--- config.mk ---
export PLATFORM = sky130hd
export DESIGN_NAME = pcc_result_regs
export DESIGN_NICKNAME = d
export VERILOG_FILES = /design/src/rtl/pcc_pkg.sv /design/src/rtl/pcc_chan_if.sv /design/src/rtl/pcc_chan.sv /design/src/rtl/pcc_result_regs.sv
export VERILOG_INCLUDE_DIRS = /design/src /design/src/rtl
export SDC_FILE = /design/constraint.sdc
export NUM_CORES = 1
export LEC_CHECK = 0
export ABC_AREA = 0
export BUFFER_PORTS_ARGS = -buffer_cell sky130_fd_sc_hd__clkbuf_2
export CAP_MARGIN = 25
export CORE_MARGIN = 2
export CORE_UTILIZATION = 50
export CTS_CLUSTER_SIZE = 16
export DETAILED_ROUTE_END_ITERATION = 10
export PLACE_DENSITY = 0.83
export SYNTH_ARGS = -nofsm -noshare
export SYNTH_HDL_FRONTEND = slang
export SYNTH_SLANG_ARGS = --single-unit
--- constraint.sdc ---
create_clock -name sys_clk_i -period 1.55 [get_ports sys_clk_i]
set_clock_uncertainty 0.15 [all_clocks]
set_input_delay 0.2325 -clock sys_clk_i [delete_from_list [all_inputs] [get_ports sys_clk_i]]
set_output_delay 0.2325 -clock sys_clk_i [all_outputs]
set_load 0.02 [all_outputs]
--- src/rtl/pcc_consts.svh ---
`ifndef PCC_CONSTS_SVH
`define PCC_CONSTS_SVH

// Command codes of the result registers
`define PCC_CMD_CAP2      8'h49
`define PCC_CMD_CAP3      8'h4a
`define PCC_CMD_CAP4      8'h4b
`define PCC_CMD_CLS1      8'h4c
`define PCC_CMD_CLS2      8'h4d
`define PCC_CMD_CLS3      8'h4e
`define PCC_CMD_CLS4      8'h4f

// Channel indices (channel 1 is index 0)
`define PCC_CH1           0
`define PCC_CH2           1
`define PCC_CH3           2
`define PCC_CH4           3

// Reset value of every result register
`define PCC_REG_RST       8'h00
`define PCC_NIB_RST       4'h0

// Capacitance count weight in nanofarad, usable span in nanofarad
`define PCC_CAP_LSB_NF    50
`define PCC_CAP_MIN_NF    1000
`define PCC_CAP_MAX_NF    12000

// Class byte layout
`define PCC_GRANT_MSB     7
`define PCC_GRANT_LSB     4
`define PCC_EARLIER_MSB   3
`define PCC_EARLIER_LSB   0

// Class codes
`define PCC_CLS_UNKNOWN   4'h0
`define PCC_CLS_ONE       4'h1
`define PCC_CLS_THREE     4'h3
`define PCC_CLS_FOUR      4'h4
`define PCC_CLS_ZERO      4'h6
`define PCC_CLS_4P_LO     4'h8
`define PCC_CLS_4P_HI     4'hb

`endif

--- src/rtl/pcc_pkg.sv ---
package pcc_pkg;

	typedef enum logic [1:0] {
		PCC_MODE_OFF,
		PCC_MODE_MANUAL,
		PCC_MODE_SEMI,
		PCC_MODE_AUTO
	} pcc_mode_e;

	typedef logic [7:0] pcc_byte_t;
	typedef logic [3:0] pcc_nib_t;

endpackage : pcc_pkg

--- src/rtl/pcc_chan_if.sv ---
`timescale 1ns/10ps
interface pcc_chan_if;
	import pcc_pkg::*;

	pcc_mode_e mode;
	logic      sense_probe_enable;
	logic      class_enable;
	logic      sram_loaded;
	logic      turn_off;
	logic      det_done;
	logic      res_valid;
	logic      cap_done;
	pcc_byte_t capacitance_count;
	logic      grant_stb;
	pcc_nib_t  granted_power_level;
	logic      earlier_stb;
	pcc_nib_t  earlier_power_level;
	pcc_byte_t cap_q;
	pcc_byte_t class_q;
	logic      cap_start;

	modport ctl (
		output mode, sense_probe_enable, class_enable, sram_loaded,
		output turn_off, det_done, res_valid, cap_done,
		output capacitance_count, grant_stb, granted_power_level,
		output earlier_stb, earlier_power_level,
		input  cap_q, class_q, cap_start
	);

	modport chn (
		input  mode, sense_probe_enable, class_enable, sram_loaded,
		input  turn_off, det_done, res_valid, cap_done,
		input  capacitance_count, grant_stb, granted_power_level,
		input  earlier_stb, earlier_power_level,
		output cap_q, class_q, cap_start
	);

endinterface : pcc_chan_if

--- src/rtl/pcc_chan.sv ---
`timescale 1ns/10ps
`include "pcc_consts.svh"

module pcc_chan #(
	parameter bit HAS_CAP = 1'b1
) (
	input  wire logic       sys_clk_i,
	input  wire logic       arst_n_i,
	pcc_chan_if.chn         ch
);
	import pcc_pkg::*;

	logic      busy_q;
	logic      busy_d;
	logic      start_d;
	logic      take_cap;
	logic      take_grant;
	logic      take_earlier;
	logic      is_manual;
	logic      earlier_ok;
	pcc_nib_t  grant_map;
	pcc_nib_t  code;
	pcc_nib_t  grant_d;
	pcc_nib_t  earlier_d;
	pcc_byte_t cap_d;

	assign is_manual = (ch.mode == PCC_MODE_MANUAL);

	// Start only after an invalid resistance result, in manual mode
	assign start_d = HAS_CAP && ch.det_done && !ch.res_valid
	                 && is_manual
	                 && ch.sram_loaded && !busy_q && !ch.turn_off;

	// Whole count taken in one edge at the end of the measurement
	assign take_cap = HAS_CAP && busy_q && ch.cap_done && is_manual;
	assign cap_d    = take_cap ? ch.capacitance_count : ch.cap_q;

	assign busy_d = start_d ||
	                (busy_q && !ch.cap_done && !ch.turn_off && is_manual);

	// A class 0 device is granted class 3; other unknown codes stay unknown
	assign code = ch.granted_power_level;
	assign grant_map = (code == `PCC_CLS_ZERO) ? `PCC_CLS_THREE :
	                   (code >= `PCC_CLS_ONE && code <= `PCC_CLS_FOUR)
	                   ? code : `PCC_CLS_UNKNOWN;

	assign earlier_ok = (ch.earlier_power_level <= `PCC_CLS_FOUR) ||
	                    (ch.earlier_power_level == `PCC_CLS_ZERO) ||
	                    (ch.earlier_power_level >= `PCC_CLS_4P_LO &&
	                     ch.earlier_power_level <= `PCC_CLS_4P_HI);

	// Manual mode powers a channel with no granted class
	assign take_grant   = ch.grant_stb && !is_manual;
	assign take_earlier = ch.earlier_stb && earlier_ok &&
	                      ch.mode == PCC_MODE_SEMI &&
	                      ch.sense_probe_enable && ch.class_enable;

	// Turn-off clears the class byte and takes priority over an update
	assign grant_d = ch.turn_off ? `PCC_NIB_RST :
	                 take_grant ? grant_map
	                 : ch.class_q[`PCC_GRANT_MSB:`PCC_GRANT_LSB];
	assign earlier_d = ch.turn_off ? `PCC_NIB_RST :
	                   take_earlier ? ch.earlier_power_level
	                   : ch.class_q[`PCC_EARLIER_MSB:`PCC_EARLIER_LSB];

	always_ff @(posedge sys_clk_i or negedge arst_n_i)
	begin
		if (!arst_n_i)
		begin
			ch.cap_q     <= `PCC_REG_RST;
			ch.class_q   <= `PCC_REG_RST;
			ch.cap_start <= 1'b0;
			busy_q       <= 1'b0;
		end
		else
		begin
			ch.cap_q     <= cap_d;
			ch.class_q   <= {grant_d, earlier_d};
			ch.cap_start <= start_d;
			busy_q       <= busy_d;
		end
	end

endmodule : pcc_chan

--- src/rtl/pcc_result_regs.sv ---
`timescale 1ns/10ps
`include "pcc_consts.svh"

// Operation
// - Capacitance is an unsigned 8-bit count, each step 0.05 uF, 1 to 12 uF.
// - Capacitance result survives channel turn-off unchanged.
// - Capacitance measured only while the channel is in manual mode.
// - No capacitance measurement after a valid resistance detection.
// - Turn-off clears both nibbles of the channel's class byte.
// - Granted class in bits 7-4: 0 unknown, 1-4 classes, rest reserved.
// - Earlier class result sits in bits 3-0 of the class byte.
// - Each result has its own read-only code, one byte per transfer.
// - All result registers read zero after reset until updated.
// - Earlier class codes: 0 unknown, 1-4, 6 class 0, 8-b four-pair.
// - Earlier class valid only in semi-auto with detect and class on.
// - A class 0 device is granted class 3 when powered.
// - Channel 2 capacitance has the first result code; channel 1 has no capacitance code.
module pcc_result_regs (
	input  wire logic                  sys_clk_i,
	input  wire logic                  arst_n_i,
	// Host command port, one byte per transfer
	input  wire logic [7:0]            cmd_code_i,
	input  wire logic                  rd_stb_i,
	input  wire logic                  wr_stb_i,
	input  wire logic [7:0]            wr_data_i,
	output logic      [7:0]            rd_data_o,
	output logic                       rd_valid_o,
	output logic                       rd_miss_o,
	output logic                       wr_refused_o,
	// Channel state from the channel controller; sram_loaded_i is one bit shared by all four channels
	input  pcc_pkg::pcc_mode_e         chan_mode_i [4],
	input  wire logic [3:0]            sense_probe_enable_i,
	input  wire logic [3:0]            class_enable_i,
	input  wire logic                  sram_loaded_i,
	input  wire logic [3:0]            turn_off_i,
	// Measurement engine handshake
	input  wire logic [3:0]            det_done_i,
	input  wire logic [3:0]            res_valid_i,
	input  wire logic [3:0]            cap_done_i,
	input  wire logic [3:0][7:0]       capacitance_count_i,
	output logic      [3:0]            cap_start_o,
	// Classification results
	input  wire logic [3:0]            grant_stb_i,
	input  wire logic [3:0][3:0]       granted_power_level_i,
	input  wire logic [3:0]            earlier_stb_i,
	input  wire logic [3:0][3:0]       earlier_power_level_i
);
	import pcc_pkg::*;

	pcc_chan_if ch_if [4] ();

	logic [3:0] cap_start_w;

	// One result slice per channel; channel 1 keeps no capacitance here
	genvar g;
	generate
		for (g = 0; g < 4; g++)
		begin : g_chan
			assign ch_if[g].mode                = chan_mode_i[g];
			assign ch_if[g].sense_probe_enable  = sense_probe_enable_i[g];
			assign ch_if[g].class_enable        = class_enable_i[g];
			assign ch_if[g].sram_loaded         = sram_loaded_i;
			assign ch_if[g].turn_off            = turn_off_i[g];
			assign ch_if[g].det_done            = det_done_i[g];
			assign ch_if[g].res_valid           = res_valid_i[g];
			assign ch_if[g].cap_done            = cap_done_i[g];
			assign ch_if[g].capacitance_count   = capacitance_count_i[g];
			assign ch_if[g].grant_stb           = grant_stb_i[g];
			assign ch_if[g].granted_power_level = granted_power_level_i[g];
			assign ch_if[g].earlier_stb         = earlier_stb_i[g];
			assign ch_if[g].earlier_power_level = earlier_power_level_i[g];
			assign cap_start_w[g]               = ch_if[g].cap_start;

			pcc_chan #(
				.HAS_CAP (g != `PCC_CH1)
			) u_chan (
				.sys_clk_i (sys_clk_i),
				.arst_n_i  (arst_n_i),
				.ch        (ch_if[g])
			);
		end
	endgenerate

	// Stored results brought out by name for the read decode
	pcc_byte_t cap2_w;
	pcc_byte_t cap3_w;
	pcc_byte_t cap4_w;
	pcc_byte_t cls1_w;
	pcc_byte_t cls2_w;
	pcc_byte_t cls3_w;
	pcc_byte_t cls4_w;

	assign cap2_w = ch_if[`PCC_CH2].cap_q;
	assign cap3_w = ch_if[`PCC_CH3].cap_q;
	assign cap4_w = ch_if[`PCC_CH4].cap_q;
	assign cls1_w = ch_if[`PCC_CH1].class_q;
	assign cls2_w = ch_if[`PCC_CH2].class_q;
	assign cls3_w = ch_if[`PCC_CH3].class_q;
	assign cls4_w = ch_if[`PCC_CH4].class_q;

	// Command decode
	logic hit_cap2;
	logic hit_cap3;
	logic hit_cap4;
	logic hit_cls1;
	logic hit_cls2;
	logic hit_cls3;
	logic hit_cls4;
	logic hit_any;

	assign hit_cap2 = (cmd_code_i == `PCC_CMD_CAP2);
	assign hit_cap3 = (cmd_code_i == `PCC_CMD_CAP3);
	assign hit_cap4 = (cmd_code_i == `PCC_CMD_CAP4);
	assign hit_cls1 = (cmd_code_i == `PCC_CMD_CLS1);
	assign hit_cls2 = (cmd_code_i == `PCC_CMD_CLS2);
	assign hit_cls3 = (cmd_code_i == `PCC_CMD_CLS3);
	assign hit_cls4 = (cmd_code_i == `PCC_CMD_CLS4);
	assign hit_any  = hit_cap2 | hit_cap3 | hit_cap4 |
	                  hit_cls1 | hit_cls2 | hit_cls3 | hit_cls4;

	// Read selection; unmapped codes return zero
	pcc_byte_t rd_sel;

	assign rd_sel = hit_cap2 ? cap2_w :
	                hit_cap3 ? cap3_w :
	                hit_cap4 ? cap4_w :
	                hit_cls1 ? cls1_w :
	                hit_cls2 ? cls2_w :
	                hit_cls3 ? cls3_w :
	                hit_cls4 ? cls4_w : `PCC_REG_RST;

	// Writes never reach storage; a write to one of our codes is flagged
	logic wr_refused_d;
	logic wr_data_seen;

	assign wr_data_seen = |wr_data_i;
	assign wr_refused_d = wr_stb_i & hit_any & (wr_data_seen | ~wr_data_seen);

	// Read answer one edge after the strobe, a whole byte at a time
	pcc_byte_t rd_data_d;
	logic      rd_valid_d;
	logic      rd_miss_d;

	assign rd_data_d  = rd_stb_i ? rd_sel : rd_data_o;
	assign rd_valid_d = rd_stb_i;
	assign rd_miss_d  = rd_stb_i & ~hit_any;

	always_ff @(posedge sys_clk_i or negedge arst_n_i)
	begin
		if (!arst_n_i)
		begin
			rd_data_o    <= `PCC_REG_RST;
			rd_valid_o   <= 1'b0;
			rd_miss_o    <= 1'b0;
			wr_refused_o <= 1'b0;
			cap_start_o  <= '0;
		end
		else
		begin
			rd_data_o    <= rd_data_d;
			rd_valid_o   <= rd_valid_d;
			rd_miss_o    <= rd_miss_d;
			wr_refused_o <= wr_refused_d;
			cap_start_o  <= cap_start_w;
		end
	end

endmodule : pcc_result_regs

# [Yosys cells after proc, flatten, opt, wreduce, memory -nomap -nowiden]
# Cells that the tools add are included.
[word_totals] register_bits=76
[classes] order_cmp=20 eq_ne=23 n_mux=31 bitwise=9 reduce_logical=93
[ops] operator="two-way mux 4 bit" count=24
[ops] operator="logical AND 1 bit" count=58
[ops] operator="equality test 8 x 7 -> 1 bit (second input constant)" count=7
[ops] operator="two-way mux 8 bit" count=7
[ops] operator="equality test 4 x 3 -> 1 bit (second input constant)" count=8
[ops] operator="less-or-equal comparator 4 x 3 -> 1 bit (second input constant)" count=8
[ops] operator=">= comparator 4 x 1 -> 1 bit (second input constant)" count=4
[ops] operator=">= comparator 4 bit (second input constant)" count=4
[ops] operator="less-or-equal comparator 4 bit (second input constant)" count=4
[ops] operator="logical NOT 1 bit" count=16
[ops] operator="nonzero test 2 bit" count=8
[ops] operator="logical OR 1 bit" count=11
[ops] operator="equality test 2 x 1 -> 1 bit (second input constant)" count=4
[ops] operator="equality test 2 bit (second input constant)" count=4
[ops] operator="bitwise OR 1 bit" count=6
[ops] operator="AND 1 bit" count=2
[ops] operator="NOT 1 bit" count=1

# [Depth between registers and ports, before layout]
# Gate-level depths: netlist of the first run.
[logic_depth] ltp_word=9 depth_mapped=7

# [By module]
# Synthesis of the first run repeated with hierarchy kept, for this count alone.
[hier_totals] hier_cells=339 area_unflattened_um2=4003.8
[modules_own_cells] mod="pcc_chan at g_chan[1].u_chan ..." n_inst=3 cells_each=62 area_per_inst_um2=817.0 seq_area_each_um2=450.4
[modules_own_cells] mod="pcc_result_regs" n_inst=1 cells_each=106 area_per_inst_um2=1074.8 seq_area_each_um2=375.4
[modules_own_cells] mod="pcc_chan at g_chan[0].u_chan" n_inst=1 cells_each=47 area_per_inst_um2=478.0 seq_area_each_um2=200.2

# [Least setup slack after synthesis of the first run]
# OpenSTA, ideal clock, no wires.
[synth_path] path_type="input to register" start="input port cmd_code_i[5]" end="register rd_data_o[6]" setup_time_ns=0.077 arrival_time_ns=1.316 required_time_ns=1.323 path_slack_ns=0.007 cell_stages=5 path_buffers=1 path_cell_list="or4b_4 buf_6 a221oi_2 a22oi_1 a21oi_1"
[synth_between] elab_chain_cells=8 elab_cells_between_ends=14 classes_between="7 x eq/ne; 7 x mux"
[synth_rtl] item="from (decl)" line="pcc_result_regs.sv:22" text="input wire logic [7:0] cmd_code_i,"
[synth_rtl] item="equality test 8 x 7 -> 1 bit (no source line)"
[synth_rtl] item="two-way mux 8 bit (no source line) (6 in series)"
[synth_rtl] item="two-way mux 8 bit (no source line) *"
[synth_rtl] item="to (signal assigned)" line="pcc_result_regs.sv:152" text="rd_data_o <= `PCC_REG_RST;"
[synth_rtl] item="to (signal assigned)" line="pcc_result_regs.sv:160" text="rd_data_o <= rd_data_d;"
[synth_rtl] item="to (decl)" line="pcc_result_regs.sv:26" text="output logic [7:0] rd_data_o,"
# Mark *: on every way between the ends. The rest lies on a longest branch, timed or not.
# A chain may end at the register's enable or synchronous reset.

# [Worst setup path in the final report of the first run]
[layout_path] start="input port earlier_power_level_i[11] (netlist name)" end="register g_chan[2].u_chan.ch.class_q[3]"
[layout_between] elab_chain_cells=8 elab_cells_between_ends=14 classes_between="3 x order compare; 1 x eq/ne; 2 x mux; 8 x reduce/logical"
[layout_rtl] item="from (decl)" line="pcc_result_regs.sv:46" text="input wire logic [3:0][3:0] earlier_power_level_i"
[layout_rtl] item="less-or-equal comparator 4 x 3 -> 1 bit (no source line) (tied with other cells)"
[layout_rtl] item="logical OR 1 bit / logical AND 1 bit (equally long branches)"
[layout_rtl] item="logical OR 1 bit" line="pcc_chan.sv:47" text="assign earlier_ok = (ch.earlier_power_level <= `PCC_CLS_FOUR) ||"
[layout_rtl] item="logical AND 1 bit (2 in series)" line="pcc_chan.sv:54" text="assign take_earlier = ch.earlier_stb && earlier_ok &&"
[layout_rtl] item="logical AND 1 bit" line="pcc_chan.sv:55" text="ch.mode == PCC_MODE_SEMI &&"
[layout_rtl] item="logical AND 1 bit" line="pcc_chan.sv:56" text="ch.sense_probe_enable && ch.class_enable;"
[layout_rtl] item="nonzero test 2 bit (no source line)"
[layout_rtl] item="to (signal assigned)" line="pcc_chan.sv:71" text="ch.class_q <= `PCC_REG_RST;"
[layout_rtl] item="to (signal assigned)" line="pcc_chan.sv:78" text="ch.class_q <= {grant_d, earlier_d};"
[layout_rtl] item="to (decl)" line="pcc_chan_if.sv:35" text="output cap_q, class_q, cap_start"
# Parallel ways exist; a longest one is shown, timed or not. The select of a mux whose other input is x is not followed.

==> flow_metrics.tcl, run 1 <==
set metrics [dict create \
    run_status "complete, no violations" \
    synthCells 344 \
    worstSetupPathType "input pin to flip-flop" \
    ant_nets 0 \
    synth_edf_count 0 \
    netlist_top_cells_area "dfrtp_1 (50%), mux2_2 (7.1%), mux2i_1 (4.2%)" \
    vias_per_cell 5.37 \
    io_pins 140 \
    placedCellCount 558 \
    place_hpwl_um 6920 \
    portBuffers 119 \
    wl_um 9470 \
    timing.rr.start "g_chan[3].u_chan.ch.cap_q[0]" \
    min_period_ps 1530 \
    cts_buffers 9 \
    critPathCaptureType "flip-flop" \
    die_h_um 91.1 \
    rsz0062_at_grt "true" \
    core_um2 7290 \
    via_count 3317 \
    critPathLaunchType "input pin" \
    initial_core_util 0.520 \
    synth_cell_type_count 45 \
    p_per_area_nw_per_um2 895 \
    drt_first_pass_iters 4 \
    grt_start_max_net_pins 77 \
    period_share 0.988 \
    hold_path.startpoint "earlier_power_level_i[12]" \
    final_max_slew_viol_count 0 \
    placedInstanceArea_um2 4520 \
    synth_area_per_cell_um2 11.0 \
    grt_usage 0.234 \
    async_flop_share 1.00 \
    yosys.area.top_type "dfrtp_1" \
    area_growth_pct 37.7 \
    critPathMaxFanout 2 \
    p_leak_uw 0.00269 \
    grt.overflow.total 0 \
    reg2reg_to "rd_data_o[0]" \
    stdcell_area_um2 5220 \
    crit_chain "clkbuf_2 -> dlygate4sd3_1 -> mux2i_1 -> nor2_1 -> dlygate4sd3_1" \
    fmax_mhz 653 \
    finalPower_uw 4680 \
    diodes 0 \
    min_path_cells 3 \
    clk_pin_slew_ps 70 \
    ys_ff_latch 76 \
    dieArea_um2 8300 \
    nets 639 \
    antenna_found_initial 0 \
    grt_pass1_vias 3215 \
    final_cells 618 \
    synthFlopType "dfrtp_1" \
    worst_ep_arrival_time_ps 1610 \
    worstPathRequired_ps 1630 \
    routabilityCongestion 0.845 \
    wl_per_cell_um 15.3 \
    max_cap_violations 0 \
    grt_pass1_wl_um 15300 \
    ir_drop_mv 0.516 \
    drcViolationCount 0 \
    hold-worst-slack_ps 4.17 \
    cpPeakStageDelay_ps 560 \
    clock_path_buffers 2 \
    layout_commonest_cell "clkbuf_2" \
    die_w_um 91.1 \
    r2r_setup_slack_ps 60 \
    first_iter_violations 207 \
    drive_gt1_frac 0.370 \
    crit_slowest_cell "dlygate4sd3_1" \
    hold_violations 0 \
    rr_worst_depth 5 \
    synth_top_area_share 0.501 \
    setup_viol 0 \
    cts_sinks 76 \
    rows 31 \
    cts_tree "built" \
    cpMostUsedCell "dlygate4sd3_1" \
    hold_end "g_chan[3].u_chan.ch.class_q[0]" \
    synth-seq-area-share 0.501 \
    final_cell_mix "clkbuf_2 (118), dfrtp_1 (76), dlygate4sd3_1 (39), nor2_1 (31), mux2_2 (24)" \
    yosysWarnings 0 \
    worst_hold_path_type "input pin to flip-flop" \
    cts_root_buf "clkbuf_8" \
    h-tree-depth 3 \
    syn_area_um2 3790 \
    clk_latency_ps 350 \
    syn_nets 469 \
    fillerInstances 528 \
]
power breakdown:
group	internal (uW)	switching, uW	leakage, uW
Clock	1280	684	0.000131
Combinational	314	318	0.00152
Sequential	2040	38.2	0.00104
Total	3640	1040	0.00269
how the worst max path moves through the flow:
stage	end	slack (ps)	startpoint	cells after the start
floorplan	rd_data_o[6]	7	cmd_code_i[5]	5
global placement	rd_data_o[1]	-180	cmd_code_i[5]	5
detailed placement	rd_data_o[7]	-240	cmd_code_i[5]	5
CTS	rd_data_o[1]	50	g_chan[3].u_chan.ch.cap_q[1]	5
global route	rd_data_o[6]	-10	g_chan[3].u_chan.ch.cap_q[6]	5
finish	g_chan[2].u_chan.ch.class_q[3]	20	earlier_power_level_i[11]	5
per-stage QoR:
| step | worst slack, ps | utilization | TNS (ps) |
|---|---|---|---|
| CTS | 49.5 | 0.710 | 0 |
| global placement | -175 | 0.620 | -1210 |
| finish | 18.4 | 0.716 | 0 |
| floorplan | 6.54 | - | 0 |
| global route | -12.9 | 0.716 | -21.9 |
| detailed placement | -237 | 0.620 | -1610 |
sequential cells by signal, summed over array words and instances (netlist names):
register                    count
g_chan.u_chan.ch.cap_start      3
rd_miss_o                       1
g_chan.u_chan.ch.class_q       32
cap_start_o                     3
rd_data_o                       8
g_chan.u_chan.busy_q            3
g_chan.u_chan.ch.cap_q         24
wr_refused_o                    1
rd_valid_o                      1
what timing repair did:
action / 4_1_cts / 5_1_grt
endpoints found under the hold margin: 113 / 0
gates resized for setup: 0 / 3
buffers inserted: 0 / 5
hold buffers: 39 / 0
setup endpoints to repair: 0 / 14
kinds of logic (layout without fill, tap and decap cells):
| family | after synthesis | in the layout | share of synthesized area |
|---|---|---|---|
| AOI/OAI and AO/OA | 91 | 91 | 0.185 |
| buffers and inverters | 29 | 204 | 0.0419 |
| DFF | 76 | 76 | 0.501 |
| muxes | 40 | 40 | 0.113 |
| other | 1 | 1 | 0.000989 |
| and+or+nand+nor | 107 | 107 | 0.157 |
synthesized netlist by cell type, types with 2 or more instances:
library cell	n
nor2_1	31
a221oi_2	7
o21ai_0	11
nand3b_1	2
clkbuf_1	4
nand4_1	4
a211oi_1	3
nor2b_1	14
a32o_1	8
and3_1	2
dfrtp_1	76
o21bai_1	7
o2bb2ai_1	7
buf_2	4
nand4bb_1	4
mux2i_1	16
a21oi_1	12
and2_1	8
buf_4	5
o22ai_1	7
nand2b_1	7
a22o_1	11
nand4b_1	3
nand2_1	12
nand3_1	5
o21ai_1	6
mux2_2	24
buf_6	3
inv_1	11
nor3_1	9
a22oi_1	7
critical path: cells and delay by family:
kind	cells	cell delay (ps)
and+or+nand+nor	1	60
buffers and inverters	3	1200
muxes	1	130
final cells by class:
class / instances / area (um2) / area share
clock buffers: 12 / 145 / 0.0278
clock inverters: 4 / 120 / 0.0230
inverters: 12 / 45.0 / 0.00862
multi-input cells: 239 / 1740 / 0.333
flip-flops and latches: 76 / 1900 / 0.364
well taps: 99 / 124 / 0.0237
repair buffers: 176 / 1150 / 0.220
metal layers:
metal | up-vias | track usage | share of wire
met4 | 0 | 0.0467 | 0.013
met5 | - | 0 | 0
met3 | 15 | 0.0556 | 0.059
met1 | 1574 | 0.305 | 0.44
li1 | 1613 | - | -
met2 | 115 | 0.400 | 0.49
Power figures use the tool's default switching activity.
==> inputs of run 2 (changes only) <==
- CELL_PAD_IN_SITES_DETAIL_PLACEMENT: default -> 0
- CELL_PAD_IN_SITES_GLOBAL_PLACEMENT: default -> 1
- CORE_MARGIN: 2 -> 3
- CORE_UTILIZATION: 50 -> 37
- PLACE_DENSITY: 0.83 -> 0.81
==> run 2 against run 1 <==
Net effect:
- non-clock buffer count up 3
- routed wire length increased by 4.0%
- sequential share of layout area decreased by 0.096 points
- critical path type unchanged
- largest power group unchanged
==> flow_metrics.tcl, run 2 (synthesized netlist as in run 1, its figures left out) <==
set metrics [dict create \
    cpMostUsedCell "dlygate4sd3_1" \
    cpPeakStageDelay_ps 560 \
    run_status "complete, no violations" \
    nets 642 \
    clock_path_buffers 2 \
    critPathLaunchType "input pin" \
    crit_chain "clkbuf_2 -> dlygate4sd3_1 -> mux2i_1 -> nor2_1 -> dlygate4sd3_1" \
    fmax_mhz 655 \
    final_max_slew_viol_count 0 \
    dieArea_um2 11500 \
    core_um2 9860 \
    max_cap_violations 0 \
    grt_usage 0.176 \
    setup_viol 0 \
    io_pins 140 \
    critPathMaxFanout 2 \
    grt_pass1_wl_um 15800 \
    worst_slack_ps 23.8 \
    worst_hold_path_type "input pin to flip-flop" \
    routabilityCongestion 0.846 \
    reg_top3 "g_chan.u_chan.ch.class_q (32), g_chan.u_chan.ch.cap_q (24), rd_data_o (8)" \
    wl_per_cell_um 15.0 \
    clk_pin_slew_ps 80 \
    first_iter_violations 138 \
    cts_root_buf "clkbuf_8" \
    worstSetupPathType "input pin to flip-flop" \
    rsz0062_at_grt "true" \
    p_per_area_nw_per_um2 831 \
    wl_um 9860 \
    diodes 0 \
    min_period_ps 1530 \
    path_buf_inv 3 \
    worstPathRequired_ps 1630 \
    cp-startpoint "earlier_power_level_i[14]" \
    cts_tree "built" \
    die_h_um 107 \
    grt_start_max_net_pins 32 \
    portBuffers 119 \
    clk_latency_ps 340 \
    cts_buffers 9 \
    place_hpwl_um 7790 \
    hold_path.startpoint "earlier_power_level_i[4]" \
    gr-usage-met3 0.0301 \
    largest_reg_flops 32 \
    cts_sinks 76 \
    busiest_layer "met2" \
    p_leak_uw 0.00267 \
    antenna_found_initial 0 \
    grt.overflow.total 0 \
    area_growth_pct 38.1 \
    stdcell_area_um2 5240 \
    initial_core_util 0.384 \
    vias_per_cell 4.94 \
    drt_first_pass_iters 4 \
    final_cell_mix "clkbuf_2 (118), dfrtp_1 (76), dlygate4sd3_1 (40), nor2_1 (31), mux2_2 (24)" \
    use_met1 0.246 \
    ant_nets 0 \
    grt_util_met2 0.275 \
    drive_gt1_frac 0.377 \
    post-place-ws_ps -254 \
    die_w_um 107 \
    worst_ep_arrival_time_ps 1610 \
    h-tree-depth 3 \
    hold_violations 0 \
    drcViolationCount 0 \
    period_share 0.985 \
    ir_drop_mv 0.394 \
    rows 36 \
    placedInstanceArea_um2 4580 \
    crit_slowest_cell "dlygate4sd3_1" \
    critPathCaptureType "flip-flop" \
    timing.rr.start "g_chan[3].u_chan.ch.cap_q[1]" \
    grt_pass1_vias 3250 \
    via_count 3237 \
    regMostFlops "g_chan.u_chan.ch.class_q" \
    setup-tns-final_ps 0 \
    layout_commonest_cell "clkbuf_2" \
    crit_family "buffers and inverters" \
]
-- run 2: changes by cell type in the layout (fill, tap and decap cells not counted), sizes merged --
cell	delta
clkinvlp	+2
clkbuf	-2
clkinv	+2
bufinv	-2
dlygate4sd3	+1
buf	+2
-- run 2: cell type report --
class,count,area (um2)
fillers,899,4630
flip-flops and latches,76,1900
multi-input cells,239,1750
repair buffers,179,1160
well taps,133,166
clock buffers,10,128
clock inverters,6,88.8
inverters,12,45.0
-- run 2: power by group --
group | internal [uW] | switching [uW]
clock | 906 | 729
combinational | 317 | 318
sequential | 2040 | 38.9
total | 3270 | 1090
-- run 2: what timing repair did --
action / 4_1_cts / 5_1_grt
endpoints found under the setup margin: 0 / 9
gates resized for setup: 0 / 5
hold buffers: 40 / 0
endpoints found under the hold margin: 117 / 0
setup buffers: 0 / 4
-- run 2: layer usage --
metal  vias to the layer above  routed length [um]
li1                       1613                   -
met1                      1517                4670
met2                        91                4550
met3                        16                 444
met4                         0                 185
met5                         -                   0
-- run 2: stage by stage --
step / total power (uW) / cells / util / hold slack, ps
CTS: 4380 / 651 / 0.526 / 1.43
global placement: 2660 / 595 / 0.464 / -64.4
global route: 4540 / 655 / 0.531 / 1.98
finish: 4350 / 655 / 0.531 / 3.71
detailed placement: 2680 / 595 / 0.464 / -64.9
floorplan: 2390 / 344 / - / -213
-- run 2: final timing paths --
check	endpoint	slack, ps	cells after the start
setup reg to reg	rd_data_o[1]	70	5
hold / removal	g_chan[1].u_chan.ch.class_q[0]	4	3
setup / recovery	g_chan[3].u_chan.ch.class_q[2]	20	5
max in group asynchronous	g_chan[3].u_chan.ch.class_q[0]	660	3
min in group asynchronous	g_chan[2].u_chan.busy_q	110	2
hold reg to reg	cap_start_o[3]	200	0
-- run 2: tightest hold or removal path: stages --
cell	delay (ps)
clkbuf_2	90
mux2i_1	60
nor2_1	70
